$ cat config.mk
export PLATFORM = sky130hd
export DESIGN_NAME = agc_control_status_regs
export DESIGN_NICKNAME = d
export VERILOG_FILES = /design/src/rtl/agc_regs_pkg.sv /design/src/rtl/agc_setting_decode.sv /design/src/rtl/agc_control_status_regs.sv
export VERILOG_INCLUDE_DIRS = /design/src /design/src/rtl
export SDC_FILE = /design/constraint.sdc
export NUM_CORES = 1
export LEC_CHECK = 0
export BUFFER_PORTS_ARGS = -buffer_cell sky130_fd_sc_hd__buf_4
export CAP_MARGIN = 20
export CORE_MARGIN = 10
export CORE_UTILIZATION = 45
export CTS_BUF_LIST = sky130_fd_sc_hd__clkbuf_8
export DETAILED_ROUTE_END_ITERATION = 6
export GPL_TIMING_DRIVEN = 0
export PLACE_DENSITY_LB_ADDON = 0.3
export SYNTH_ARGS = -nofsm -noshare
export SYNTH_HDL_FRONTEND = slang
export SYNTH_HIERARCHICAL = 1
export SYNTH_SLANG_ARGS = --single-unit
$ cat constraint.sdc
create_clock -name clk -period 2 [get_ports clk]
set_input_delay 0.1 -clock clk [delete_from_list [all_inputs] [get_ports clk]]
set_output_delay 0.1 -clock clk [all_outputs]
set_load 0.02 [all_outputs]
$ cat src/rtl/agc_regs_defines.svh
// Purpose: constants for the record-path gain control register bank
// Assumes: byte offsets on a 32-bit classic Wishbone port
// Notes: definitions only
`ifndef AGC_REGS_DEFINES_SVH
`define AGC_REGS_DEFINES_SVH
// =====================================================
// register indices; byte address is four times these
`define LEFT_GAIN_IDX 8'h5d
`define RIGHT_FIRST_IDX 8'h5e
`define RIGHT_SECOND_IDX 8'h5f
// =====================================================
// field positions
`define ENABLE_BIT 7
`define TARGET_MSB 6
`define TARGET_LSB 4
`define GAIN_HYST_MSB 1
`define GAIN_HYST_LSB 0
`define HYST_MSB 7
`define HYST_LSB 6
`define NOISE_MSB 5
`define NOISE_LSB 1
// =====================================================
// reset values
`define LEFT_GAIN_RESET 8'h00
`define RIGHT_FIRST_RESET 8'h00
`define RIGHT_SECOND_RESET 8'h00
// writable masks; reserved bits read zero
`define RIGHT_FIRST_MASK 8'hf3
`define RIGHT_SECOND_MASK 8'hfe
// gain code limits, 0.5 dB steps
`define GAIN_MIN_CODE 8'he8
`define GAIN_MAX_CODE 8'h74
`endif

$ cat src/rtl/agc_regs_pkg.sv
// Purpose: types for the gain control register bank
// Assumes: nothing
// Notes: constants live in the defines header
package agc_regs_pkg;
  // =====================================================
  // decoded right-channel settings
  typedef struct packed {
    logic enable;
    logic [2:0] target_code;
    logic [1:0] gain_hyst_code;
    logic [1:0] hyst_code;
    logic [4:0] noise_code;
  } right_settings_type;
  // target level in units of -0.5 dBFS
  typedef struct packed {
    logic [5:0] target_half_db;
    logic [1:0] gain_hyst_half_db;
    logic [3:0] hyst_half_db;
    logic hyst_on;
    logic noise_gate_on;
    logic [7:0] noise_neg_db;
  } right_decoded_type;
endpackage : agc_regs_pkg

$ cat src/rtl/agc_setting_decode.sv
// Purpose: turns right-channel codes into physical levels
// Assumes: codes come from the register bank
// Notes: purely combinational
`timescale 1ns/1ns
`default_nettype none
module agc_setting_decode
  import agc_regs_pkg::*;
(
  input wire right_settings_type settings,
  output right_decoded_type decoded
);
  // =====================================================
  // decode
  always_comb begin
    decoded = '0;
    case (settings.target_code)
      3'h0: decoded.target_half_db = 6'h0b;
      3'h1: decoded.target_half_db = 6'h10;
      3'h2: decoded.target_half_db = 6'h14;
      3'h3: decoded.target_half_db = 6'h18;
      3'h4: decoded.target_half_db = 6'h1c;
      3'h5: decoded.target_half_db = 6'h22;
      3'h6: decoded.target_half_db = 6'h28;
      default: decoded.target_half_db = 6'h30;
    endcase
    decoded.gain_hyst_half_db = settings.gain_hyst_code;
    case (settings.hyst_code)
      2'h0: decoded.hyst_half_db = 4'h2;
      2'h1: decoded.hyst_half_db = 4'h4;
      2'h2: decoded.hyst_half_db = 4'h8;
      default: decoded.hyst_half_db = 4'h0;
    endcase
    decoded.hyst_on = (settings.hyst_code != 2'h3);
    decoded.noise_gate_on = (settings.noise_code != 5'h00);
    // -30 dB at code 1, 2 dB lower per step
    decoded.noise_neg_db = decoded.noise_gate_on ?
      8'(8'h1c + {2'h0, settings.noise_code, 1'b0}) : 8'h00;
  end
endmodule : agc_setting_decode
`default_nettype wire

$ cat src/rtl/agc_control_status_regs.sv
// Purpose: record-path gain control registers on classic Wishbone
// Assumes: single clock, synchronous reset, inputs synchronous
// Notes: byte address is four times the register index
// Operation
// - left gain readback is read-only 8-bit two's complement, -12 to 58 dB
// - left gain readback resets to zero, meaning 0.0 dB
// - top bit of first right register enables gain control, resets clear
// - 3-bit target field codes 0-7 select -5.5 to -24.0 dBFS, resets 0
// - 2-bit gain hysteresis: off, 0.5, 1.0, 1.5 dB
// - 2-bit hysteresis: 1, 2, 4 dB or off, resets 0
// - 5-bit noise threshold: zero disables, else -30 down to -90 dB
// - reserved bits read zero; software writes zero there
//
// The Wishbone register port was left to the implementer.
`timescale 1ns/1ns
`default_nettype none
`include "agc_regs_defines.svh"
module agc_control_status_regs
  import agc_regs_pkg::*;
(
  input wire logic clk,
  input wire logic srst,
  input wire logic clk_en,
  input wire logic wb_cyc_i,
  input wire logic wb_stb_i,
  input wire logic wb_we_i,
  input wire logic [9:0] wb_adr_i,
  input wire logic [3:0] wb_sel_i,
  input wire logic [31:0] wb_dat_i,
  output logic [31:0] wb_dat_o,
  output logic wb_ack_o,
  input wire logic [7:0] left_gain_in,
  input wire logic left_gain_valid,
  output right_settings_type settings,
  output right_decoded_type decoded
);
  // =====================================================
  // storage
  logic [7:0] left_gain;
  logic [7:0] right_first;
  logic [7:0] right_second;
  right_decoded_type next_decoded;
  right_settings_type next_settings;
  logic req;
  logic wr_low;
  logic [7:0] left_clamped;

  assign req = wb_cyc_i && wb_stb_i && !wb_ack_o;
  assign wr_low = req && wb_we_i && wb_sel_i[0];

  // =====================================================
  // bus ack, one cycle per access
  always_ff @(posedge clk) begin
    if (srst) begin
      wb_ack_o <= 1'b0;
    end else if (clk_en) begin
      wb_ack_o <= req;
    end
  end

  // read data; unmapped reads zero
  always_ff @(posedge clk) begin
    if (srst) begin
      wb_dat_o <= 32'h0000_0000;
    end else if (clk_en) begin
      if (req && !wb_we_i) begin
        if (wb_adr_i == {`LEFT_GAIN_IDX, 2'h0}) begin
          wb_dat_o <= {24'h000000, left_gain};
        end else if (wb_adr_i == {`RIGHT_FIRST_IDX, 2'h0}) begin
          wb_dat_o <= {24'h000000, right_first & `RIGHT_FIRST_MASK};
        end else if (wb_adr_i == {`RIGHT_SECOND_IDX, 2'h0}) begin
          wb_dat_o <= {24'h000000, right_second & `RIGHT_SECOND_MASK};
        end else begin
          wb_dat_o <= 32'h0000_0000;
        end
      end
    end
  end

  // =====================================================
  // left gain: hardware fed, clamped to legal span, writes ignored
  always_comb begin
    if ($signed(left_gain_in) < $signed(`GAIN_MIN_CODE)) begin
      left_clamped = `GAIN_MIN_CODE;
    end else if ($signed(left_gain_in) > $signed(`GAIN_MAX_CODE)) begin
      left_clamped = `GAIN_MAX_CODE;
    end else begin
      left_clamped = left_gain_in;
    end
  end

  always_ff @(posedge clk) begin
    if (srst) begin
      left_gain <= `LEFT_GAIN_RESET;
    end else if (clk_en && left_gain_valid) begin
      left_gain <= left_clamped;
    end
  end

  // =====================================================
  // right control registers; reserved bits never stored
  always_ff @(posedge clk) begin
    if (srst) begin
      right_first <= `RIGHT_FIRST_RESET;
    end else if (clk_en && wr_low && wb_adr_i == {`RIGHT_FIRST_IDX, 2'h0}) begin
      right_first <= wb_dat_i[7:0] & `RIGHT_FIRST_MASK;
    end
  end

  always_ff @(posedge clk) begin
    if (srst) begin
      right_second <= `RIGHT_SECOND_RESET;
    end else if (clk_en && wr_low && wb_adr_i == {`RIGHT_SECOND_IDX, 2'h0}) begin
      right_second <= wb_dat_i[7:0] & `RIGHT_SECOND_MASK;
    end
  end

  // =====================================================
  // settings out to gain engine, registered
  always_comb begin
    next_settings.enable = right_first[`ENABLE_BIT];
    next_settings.target_code = right_first[`TARGET_MSB:`TARGET_LSB];
    next_settings.gain_hyst_code = right_first[`GAIN_HYST_MSB:`GAIN_HYST_LSB];
    next_settings.hyst_code = right_second[`HYST_MSB:`HYST_LSB];
    next_settings.noise_code = right_second[`NOISE_MSB:`NOISE_LSB];
  end

  agc_setting_decode decoder (
    .settings(next_settings),
    .decoded(next_decoded)
  );

  // one cycle behind the register so outputs come from flops
  always_ff @(posedge clk) begin
    if (srst) begin
      settings <= '0;
      decoded <= '0;
    end else if (clk_en) begin
      settings <= next_settings;
      decoded <= next_decoded;
    end
  end
endmodule : agc_control_status_regs
`default_nettype wire

## Yosys cells after proc, flatten, opt, wreduce, memory -nomap -nowiden

Index checks and enable logic that the tools add are counted.

| operators by class | value |
|---|---|
| add/sub/neg operators | 1 |
| order comparisons | 2 |
| mux-type cells | 8 |
| reductions and logical operators | 15 |
| equal/unequal tests | 12 |

Operator list:

| cell | count |
|---|---|
| 8-bit two-way mux | 6 |
| 6-bit one-hot mux with 7 select lines | 1 |
| 10-bit by 9-bit equality test with 1-bit output (second input constant) | 3 |
| 4-bit one-hot mux with 3 select lines | 1 |
| 3-bit equality test (second input constant) | 3 |
| 1-bit logical AND | 9 |
| 8-bit > comparator (second input constant) | 1 |
| 8-bit by 6-bit < comparator with 1-bit output (second input constant) | 1 |
| 5-bit by 6-bit adder with 7-bit output (first input constant) | 1 |
| 3-bit by 2-bit equality test with 1-bit output (second input constant) | 2 |
| 5-bit nonzero test | 1 |
| 3-bit by 1-bit equality test with 1-bit output (second input constant) | 1 |
| 3-bit logical NOT | 1 |
| 2-bit by 1-bit equality test with 1-bit output (second input constant) | 1 |
| 2-bit equality test (second input constant) | 1 |
| 1-bit logical NOT | 2 |
| 2-bit logical NOT | 1 |
| 2-bit != test (second input constant) | 1 |
| 2-bit AND reduction | 1 |

| word-level totals | value |
|---|---|
| register bits after elaboration | 87 |
| word-level logic and storage cells | 53 |
| input bits | 61 |
| output and inout port bits | 68 |

## Longest topological paths before layout

Gate-level depths: netlist (run 1).

| depth | value |
|---|---|
| depth in word-level cells | 6 |
| depth in mapped cells | 6 |
| depth with buffers taken out | 6 |

## Cells and area by module

The synthesis (run 1) kept the hierarchy.

Modules (own cells, without submodules):

| module | instances | sequential area each (um^2) | cells each | area each (um^2) |
|---|---|---|---|---|
| agc_control_status_regs | 1 | 1,301.2 | 288 | 2,737.6 |
| agc_setting_decode | 1 | 0.0 | 37 | 225.2 |

## Least setup slack after synthesis (run 1)

OpenSTA, ideal clock, no wires.

| path | value |
|---|---|
| path type | register -> register |
| start point | reg wb_ack_o |
| end point | reg right_second[7] |
| cell stages (with the launch flop) | 5 |
| required time | 1.872 ns |
| path slack | 0.310 ns |
| setup time | 0.128 ns |
| data arrival time | 1.563 ns |
| cells stage by stage | dfxtp_1 > nand4b_2 > nor4_4 > mux2i_1 > nor2_1 |

| on the way | value |
|---|---|
| word-level cells in the longest chain between the ends | 6 |

RTL lines:

| item | RTL line | source |
|---|---|---|
| start: declaration | agc_control_status_regs.sv:31 | `output logic wb_ack_o,` |
| start signal: assignment | agc_control_status_regs.sv:57 | `wb_ack_o <= req;` |
| 1-bit logical NOT | agc_control_status_regs.sv:48 | `assign req = wb_cyc_i && wb_stb_i && !wb_ack_o;` |
| 1-bit logical AND | agc_control_status_regs.sv:48 |  |
| 1-bit logical AND (2 in a row) | agc_control_status_regs.sv:49 | `assign wr_low = req && wb_we_i && wb_sel_i[0];` |
| 1-bit logical AND (2 in a row) | agc_control_status_regs.sv:113 | `` end else if (clk_en && wr_low && wb_adr_i == {`RIGHT_SECOND_IDX, 2'h0}) begin `` |
| end signal: assignment | agc_control_status_regs.sv:112 | `` right_second <= `RIGHT_SECOND_RESET; `` |
| end signal: assignment | agc_control_status_regs.sv:114 | `` right_second <= wb_dat_i[7:0] & `RIGHT_SECOND_MASK; `` |
| end: declaration | agc_control_status_regs.sv:41 | `logic [7:0] right_second;` |

No other way between the ends.
A chain may end at the register's enable or synchronous reset.

## Worst setup path in the final report (run 1)

| path | value |
|---|---|
| start point | reg wb_ack_o |
| end point | reg right_second[1] |

The elaborated chain is that of the path after synthesis.

==> out/metrics.yaml, run 1 <==
floorplanning:
  io_pins: 129
  die_y_um: 101
  dieArea_sq_mm: 0.0102
  initial_core_util_pct: 46.4
  core_area_sq_mm: 0.00639
  die_w_um: 101
  rows: 29
flow_run:
  maxCapViolCount: 0
yosys:
  synth_seq_cells: 65
  synth_cell_types: 39
  ys_seq_area_share_pct: 43.9
  netlist_instances: 325
  ys.flop_type: "dfxtp_1"
  yosys.area.top_type: "dfxtp_1"
  synth-warning-count: 6
  netlist_area_sq_mm: 0.00296
  yosys-top-cells-area: "dfxtp_1 44%, mux2i_1 17%, nor2_1 8.4%"
  async_flop_share_pct: 0
  synth_commonest_cells: "66 x nor2_1, 65 x dfxtp_1, 49 x mux2i_1, 29 x buf_4, 22 x nand2_1"
  synth_top_area_share_pct: 43.9
  synth_edf_count: 0
  yosysMostFrequentCell: "nor2_1"
  post_synth.cell_area_avg_sq_um: 9.12
setup_path:
  crit_path_start_kind: "flop"
  crit_type: "reg -> reg"
  cp.arrival_ps: 2030
  reg2reg_from: "wb_ack_o"
  critical-path-top-delay-family: "simple AND/OR/NAND/NOR gates"
  cp-end-kind: "flop"
  crit_fanout: 7
  required_ps: 2210
  crit_path_cell_trace: "nand4b_2 > nor4_4 > mux2i_1 > nor2_1"
  ff2ff_setup_slack_ps: 180
  path_depth: 4
  cpMaxStageDelayCell: "nor4_4"
  reg2reg_depth: 4
  critical_path.max_stage_delay_ps: 690
  r2r_end: "right_second[1]"
  cp_num_buf_inv: 0
clock_network:
  cts.htree.levels: 3
  clkTransAtPathRegs_ps: 70
  cts_inserted_buffers: 9
  root_buffer: "clkbuf_8"
  clock_latency_ps: 330
  clockBufferDepth: 2
  ctsResizeCount: 0
  cts_tree: "built"
  clock_sinks: 65
route:
  drcViolationCount: 0
  first_pass_iters: 4
  drt-met1-wl_mm: 3.13
  wl_per_cell_um: 15.0
  vias_per_cell: 4.88
  num_vias: 2541
  antenna_left: 0
  wirelength_mm: 7.81
  wl_met2_mm: 3.85
  drt_iter0_markers: 164
  wl_met3_um: 740
  top_layer_used: "met4"
timing:
  slew_headroom_pct: 54.5
  slew_viol_final: 0
  min_period_ps: 1820
  setup_viol: 0
  setup_tns_ps: 0
  rsz0062_at_grt: "false"
  max_freq_mhz: 549
  fin_crit_sh_pct: 91.1
  fin_worst_skew_ps: 5.96
  worstMarginPinSlew_ps: 683
  hold_violations: 0
power_and_ir_drop:
  ir_drop_mv: 0.553
  pwr_density_cell_mw_per_mm2: 726
  p_leak_nw: 1.88
grt:
  grt_pass1_vias: 2528
  gr-total-overflow: 0
  grt_util_all_layers_pct: 15.2
  grt_max_degree: 11
  grt_pass1_wl_mm: 12.5
  antenna_found_initial: 0
hold_path:
  hp-start: "wb_dat_i[2]"
  hold_path_depth: 3
  hp-class: "in -> reg"
  min_to: "right_second[2]"
final_layout:
  nets: 502
  antenna_cells: 0
  final_layout_size_suffix_gt1_share_pct: 29.3
  utilization_pct: 62.4
  areaGrowthSynthToFinish_pct: 34.4
place:
  io_buffers: 76
  gp_congestion: 0.868
  dp_hpwl_mm: 6.03
status:
  status: "complete, no violations"
[state kept, by name, summed over array words and instances, names as in the netlist]
name          cells
decoded          22
settings         13
left_gain         8
wb_dat_o          8
right_second      7
right_first       6
wb_ack_o          1
[metal layers]
metal	up-vias	global-route usage [%]
met4	0	5.79
met1	1159	17.3
met2	95	24.6
met3	9	6.74
li1	1278	-
met5	-	0
[cell type report]
class	count	area [sq um]
clock inverter	3	63.8
fill	570	2400
inverter	3	11.3
buffer	44	278
tap	77	96.3
clock buffer	12	165
multi-input combinational	238	1470
sequential	65	1300
timing repair buffer	79	601
[power by group]
| part | switching [mW] | leakage, nW | total, mW | internal, mW |
|---|---|---|---|---|
| registers | 0.0112 | 0.527 | 1.33 | 1.31 |
| clock network | 0.462 | 0.120 | 1.25 | 0.793 |
| logic | 0.169 | 1.23 | 0.310 | 0.141 |
[how the worst max path moves through the flow]
stage,from,to
final,wb_ack_o,right_second[1]
after detailed placement,wb_adr_i[7],right_second[2]
after floorplan,wb_ack_o,right_second[7]
after global placement,wb_adr_i[7],right_second[7]
after global routing,wb_ack_o,right_second[1]
after CTS,wb_ack_o,right_second[1]
[timing repair]
| action | in CTS | in global routing |
|---|---|---|
| hold buffers | 3 | 0 |
| hold endpoints to repair | 3 | 0 |
| buffers inserted | 0 | 0 |
[cell families after synthesis]
family / count (synthesis) / synth area share (%)
XOR/XNOR: 4 / 1.18
AND/OR/NAND/NOR: 122 / 20.0
AO/OA/AOI/OAI: 33 / 7.18
multiplexers: 51 / 17.3
flip-flops: 65 / 43.9
buffers and inverters: 47 / 9.76
other: 2 / 0.253
adder cells (fa/ha/maj): 1 / 0.422
[metrics by stage]
step / std cells / hold slack (ps) / instance area [sq um] / power, mW / setup WS (ps)
finish: 521 / 14.1 / 3980 / 2.89 / 177
global route: 521 / 27.5 / 3980 / 3.00 / 45.8
CTS: 521 / 3.96 / 3980 / 2.92 / 157
detailed placement: 503 / 322 / 3720 / 1.66 / 119
global placement: 503 / 321 / 3720 / 1.65 / 135
floorplan: 350 / 225 / 3060 / 1.55 / 310
[placed cells by master (no fill, tap or decap), types with 5 or more instances in the layout]
master    instances
nand2_1          22
clkbuf_1         10
buf_4           105
nor3_1            7
mux2i_1          49
o21ai_0          10
a21oi_1           8
conb_1           27
dfxtp_1          65
o31ai_1           5
clkbuf_8         12
nor2_1           66
[worst register-to-register path, cell delays in order, from the launching register on]
cell and delay, ps:
dfxtp_1 320, nand4b_2 350, nor4_4 700, mux2i_1 280
nor2_1 50
Note: power is estimated with default switching activity, not from simulation.
==> run 2: changes to the inputs <==
REMOVE_ABC_BUFFERS = 1   (was not set)
SYNTH_HIERARCHICAL = not set   (was 1)
==> out/metrics.yaml, run 2 <==
grt:
  antenna_found_initial: 0  # unchanged
  grt_util_all_layers_pct: 14.1  # was 15.2%
  grt_pass1_wl_mm: 11.2  # was 12.5 mm
  grt_pass1_vias: 2176  # was 2528
  gr-total-overflow: 0  # unchanged
  grt_max_degree: 58  # was 11
timing:
  slew_viol_final: 0  # unchanged
  setup_viol: 0  # unchanged
  setup_tns_ps: 0  # unchanged
  fin_crit_sh_pct: 93.6  # was 91.1%
  slew_headroom_pct: 54.7  # was 54.5%
  rsz0062_at_grt: "false"  # unchanged
  fin_worst_skew_ps: 7.93  # was 5.96 ps
  min_period_ps: 1870  # was 1820 ps
  max_freq_mhz: 534  # was 549 MHz
  hold_violations: 0  # unchanged
  worstMarginPinSlew_ps: 675  # was 683 ps
route:
  drt_iter0_markers: 101  # was 164
  first_pass_iters: 4  # unchanged
  antenna_left: 0  # unchanged
  wirelength_mm: 6.84  # was 7.81 mm
  num_vias: 2266  # was 2541
  vias_per_cell: 4.96  # was 4.88
  drcViolationCount: 0  # unchanged
  wl_per_cell_um: 15.0  # about the same
yosys:
  synth_cell_types: 38  # was 39
  ys.flop_type: "dfxtp_1"  # unchanged
  yosysMostFrequentCell: "dfxtp_1"  # was nor2_1
  synth_top_area_share_pct: 44.4  # was 43.9%
  yosys.area.top_type: "dfxtp_1"  # unchanged
  synth_edf_count: 0  # unchanged
  ys_seq_area_share_pct: 44.4  # was 43.9%
  post_synth.cell_area_avg_sq_um: 8.82  # was 9.12 sq um
  yosys-top-cells-area: "dfxtp_1 44%, mux2i_1 9.6%, buf_4 8.0%"  # was dfxtp_1 44%, mux2i_1 17%, nor2_1 8.4%
  netlist_instances: 307  # was 325
  async_flop_share_pct: 0  # unchanged
  synth-warning-count: 0  # was 6
  synth_seq_cells: 60  # was 65
  netlist_area_sq_mm: 0.00271  # was 0.00296 sq mm
  synth_commonest_cells: "60 x dfxtp_1, 51 x nor2_1, 34 x nand2_1, 29 x buf_4, 26 x mux2i_1"  # was 66 x nor2_1, 65 x dfxtp_1, 49 x mux2i_1, 29 x buf_4, 22 x nand2_1
status:
  status: "complete, no violations"  # unchanged
final_layout:
  final_layout_size_suffix_gt1_share_pct: 25.4  # was 29.3%
  fin_cells: 457  # was 521
  top_regs: "decoded (19), settings (11)"  # was decoded (22), settings (13)
  layout_commonest_cell: "buf_4"  # unchanged
  largest_register: "decoded"  # unchanged
  nets: 439  # was 502
  antenna_cells: 0  # unchanged
  final_cell_mix: "74 x buf_4, 60 x dfxtp_1, 51 x nor2_1"  # was 105 x buf_4, 66 x nor2_1, 65 x dfxtp_1
  areaGrowthSynthToFinish_pct: 27.7  # was 34.4%
  largest_register_ffs: 19  # was 22
clock_network:
  clockBufferDepth: 2  # unchanged
  root_buffer: "clkbuf_8"  # unchanged
  clkTransAtPathRegs_ps: 70  # about the same
  cts_inserted_buffers: 9  # unchanged
  clock_sinks: 60  # was 65
  clock_latency_ps: 330  # about the same
  cts_tree: "built"  # unchanged
  cts.htree.levels: 3  # unchanged
hold_path:
  min_to: "right_second[1]"  # was right_second[2]
  hp-class: "in -> reg"  # unchanged
  hp-start: "wb_dat_i[1]"  # was wb_dat_i[2]
  hold_path_depth: 3  # unchanged
setup_path:
  critical_path.max_stage_delay_ps: 700  # was 690 ps
  crit_type: "reg -> reg"  # unchanged
  cp.arrival_ps: 2070  # was 2030 ps
  crit_fanout: 7  # unchanged
  required_ps: 2200  # was 2210 ps
  critical-path-top-delay-family: "simple AND/OR/NAND/NOR gates"  # unchanged
  cpMaxStageDelayCell: "nor4_4"  # unchanged
  reg2reg_from: "wb_ack_o"  # unchanged
  cp-end-kind: "flop"  # unchanged
  r2r_end: "right_second[2]"  # was right_second[1]
  cp_num_buf_inv: 0  # unchanged
  ff2ff_setup_slack_ps: 130  # was 180 ps
  crit_path_start_kind: "flop"  # unchanged
  crit_path_cell_trace: "nand4b_1 > nor4_4 > mux2i_1 > nor2_1"  # was nand4b_2 > nor4_4 > mux2i_1 > nor2_1
  reg2reg_depth: 4  # unchanged
power_and_ir_drop:
  sw_frac_of_total_pct: 22.0  # was 22.2%
  clkPwrFrac_pct: 48.2  # was 43.4%
  combPwrFrac_pct: 8.4  # was 10.7%
  p_switching_mw: 0.619  # was 0.642 mW
  internal_power_mw: 2.19  # was 2.25 mW
  pwr_density_cell_mw_per_mm2: 812  # was 726 mW/mm^2
  p_leak_nw: 1.53  # was 1.88 nW
  ir_drop_mv: 0.469  # was 0.553 mV
  seqPwrFrac_pct: 43.4  # was 45.9%
floorplanning:
  rows: 28  # was 29
  io_pins: 129  # unchanged
  dieArea_sq_mm: 0.00952  # was 0.0102 sq mm
  initial_core_util_pct: 46.0  # was 46.4%
  die_y_um: 97.6  # was 101 um
  core_area_sq_mm: 0.00589  # was 0.00639 sq mm
  die_w_um: 97.6  # was 101 um
place:
  io_buffers: 74  # was 76
  dp_hpwl_mm: 4.92  # was 6.03 mm
  dp.cells: 437  # was 503
  gp_congestion: 0.794  # was 0.868
flow_run:
  maxCapViolCount: 0  # unchanged
## run 2: changes by cell type in the layout (fill, tap and decap cells not counted), sizes merged, moves of 2 or more
cell     previous run  this run
mux2i              49        26
o211ai              1         3
nor2b               4         1
nand2              22        34
a21oi               8        18
o21ai              10         5
buf               110        74
a2bb2oi             1         4
nand3b              2         4
clkbuf             22        11
nand2b              4         1
nor2               66        51
inv                 4         6
dfxtp              65        60
## run 2: repair_timing
item                      CTS  global route
hold buffers                4             0
resized for setup           0             0
setup buffers               0             0
hold endpoints to repair    4             0
## run 2: metrics by stage
stage | utilization, % | total power, mW | area, sq um | hold slack, ps | setup slack, ps
floorplan | - | 1.36 | 2520 | 169 | 329
global placement | 53.8 | 1.47 | 3170 | 311 | 0.928
detailed placement | 53.8 | 1.47 | 3170 | 315 | 16.9
CTS | 58.7 | 2.83 | 3460 | 10.9 | 134
global route | 58.7 | 2.91 | 3460 | 15.5 | 20.1
finish | 58.7 | 2.81 | 3460 | 20.6 | 129
## run 2: how the worst max path moves through the flow
stage,end,cells past startpoint,startpoint
after global placement,right_second[6],5,clk_en
after CTS,right_second[2],4,wb_ack_o
after detailed placement,right_second[2],5,clk_en
final,right_second[2],4,wb_ack_o
after floorplan,right_second[1],4,wb_ack_o
after global routing,right_second[1],4,wb_ack_o
## run 2: routing by layer
metal	wire [um]	vias to the layer above	track usage, %
met1	3030	1029	17.2
met2	3110	95	21.1
met5	0	-	0
met4	73	0	6.71
li1	-	1135	-
met3	621	7	5.33
## run 2: area by class of cell
class	instances	area [sq um]
Fill cell	554	2430
Multi-Input combinational cell	223	1300
Sequential cell	60	1200
Timing Repair Buffer	78	596
Clock buffer	11	151
Clock inverter	5	98.8
Tap cell	75	93.8
Inverter	5	18.8
## run 2: logic make-up (layout without fill, tap and decap cells)
kind of cell	count (synthesis)	in the layout	share of synthesized area, %
flip-flops	60	60	44.4
adder cells (fa/ha/maj)	1	1	0.462
XOR/XNOR	5	5	1.62
buffers and inverters	50	99	11.3
multiplexers	28	28	10.4
other	1	27	0.139
AND/OR/NAND/NOR	119	119	21.4
AO/OA/AOI/OAI	43	43	10.3
## run 2: power by group through the flow
| stage | sequential [mW] | combinational [mW] | clock (mW) |
|---|---|---|---|
| floorplan | 1.25 | 0.104 | 0 |
| finish | 1.22 | 0.235 | 1.35 |
| global placement | 1.25 | 0.224 | 0 |
| global route | 1.22 | 0.258 | 1.43 |
| CTS | 1.22 | 0.233 | 1.37 |
| detailed placement | 1.25 | 0.227 | 0 |
## run 2: worst reg2reg max path, cell delays in order, from the launching register on
cell and delay, ps:
dfxtp_1 320, nand4b_1 400, nor4_4 700, mux2i_1 270, nor2_1 50
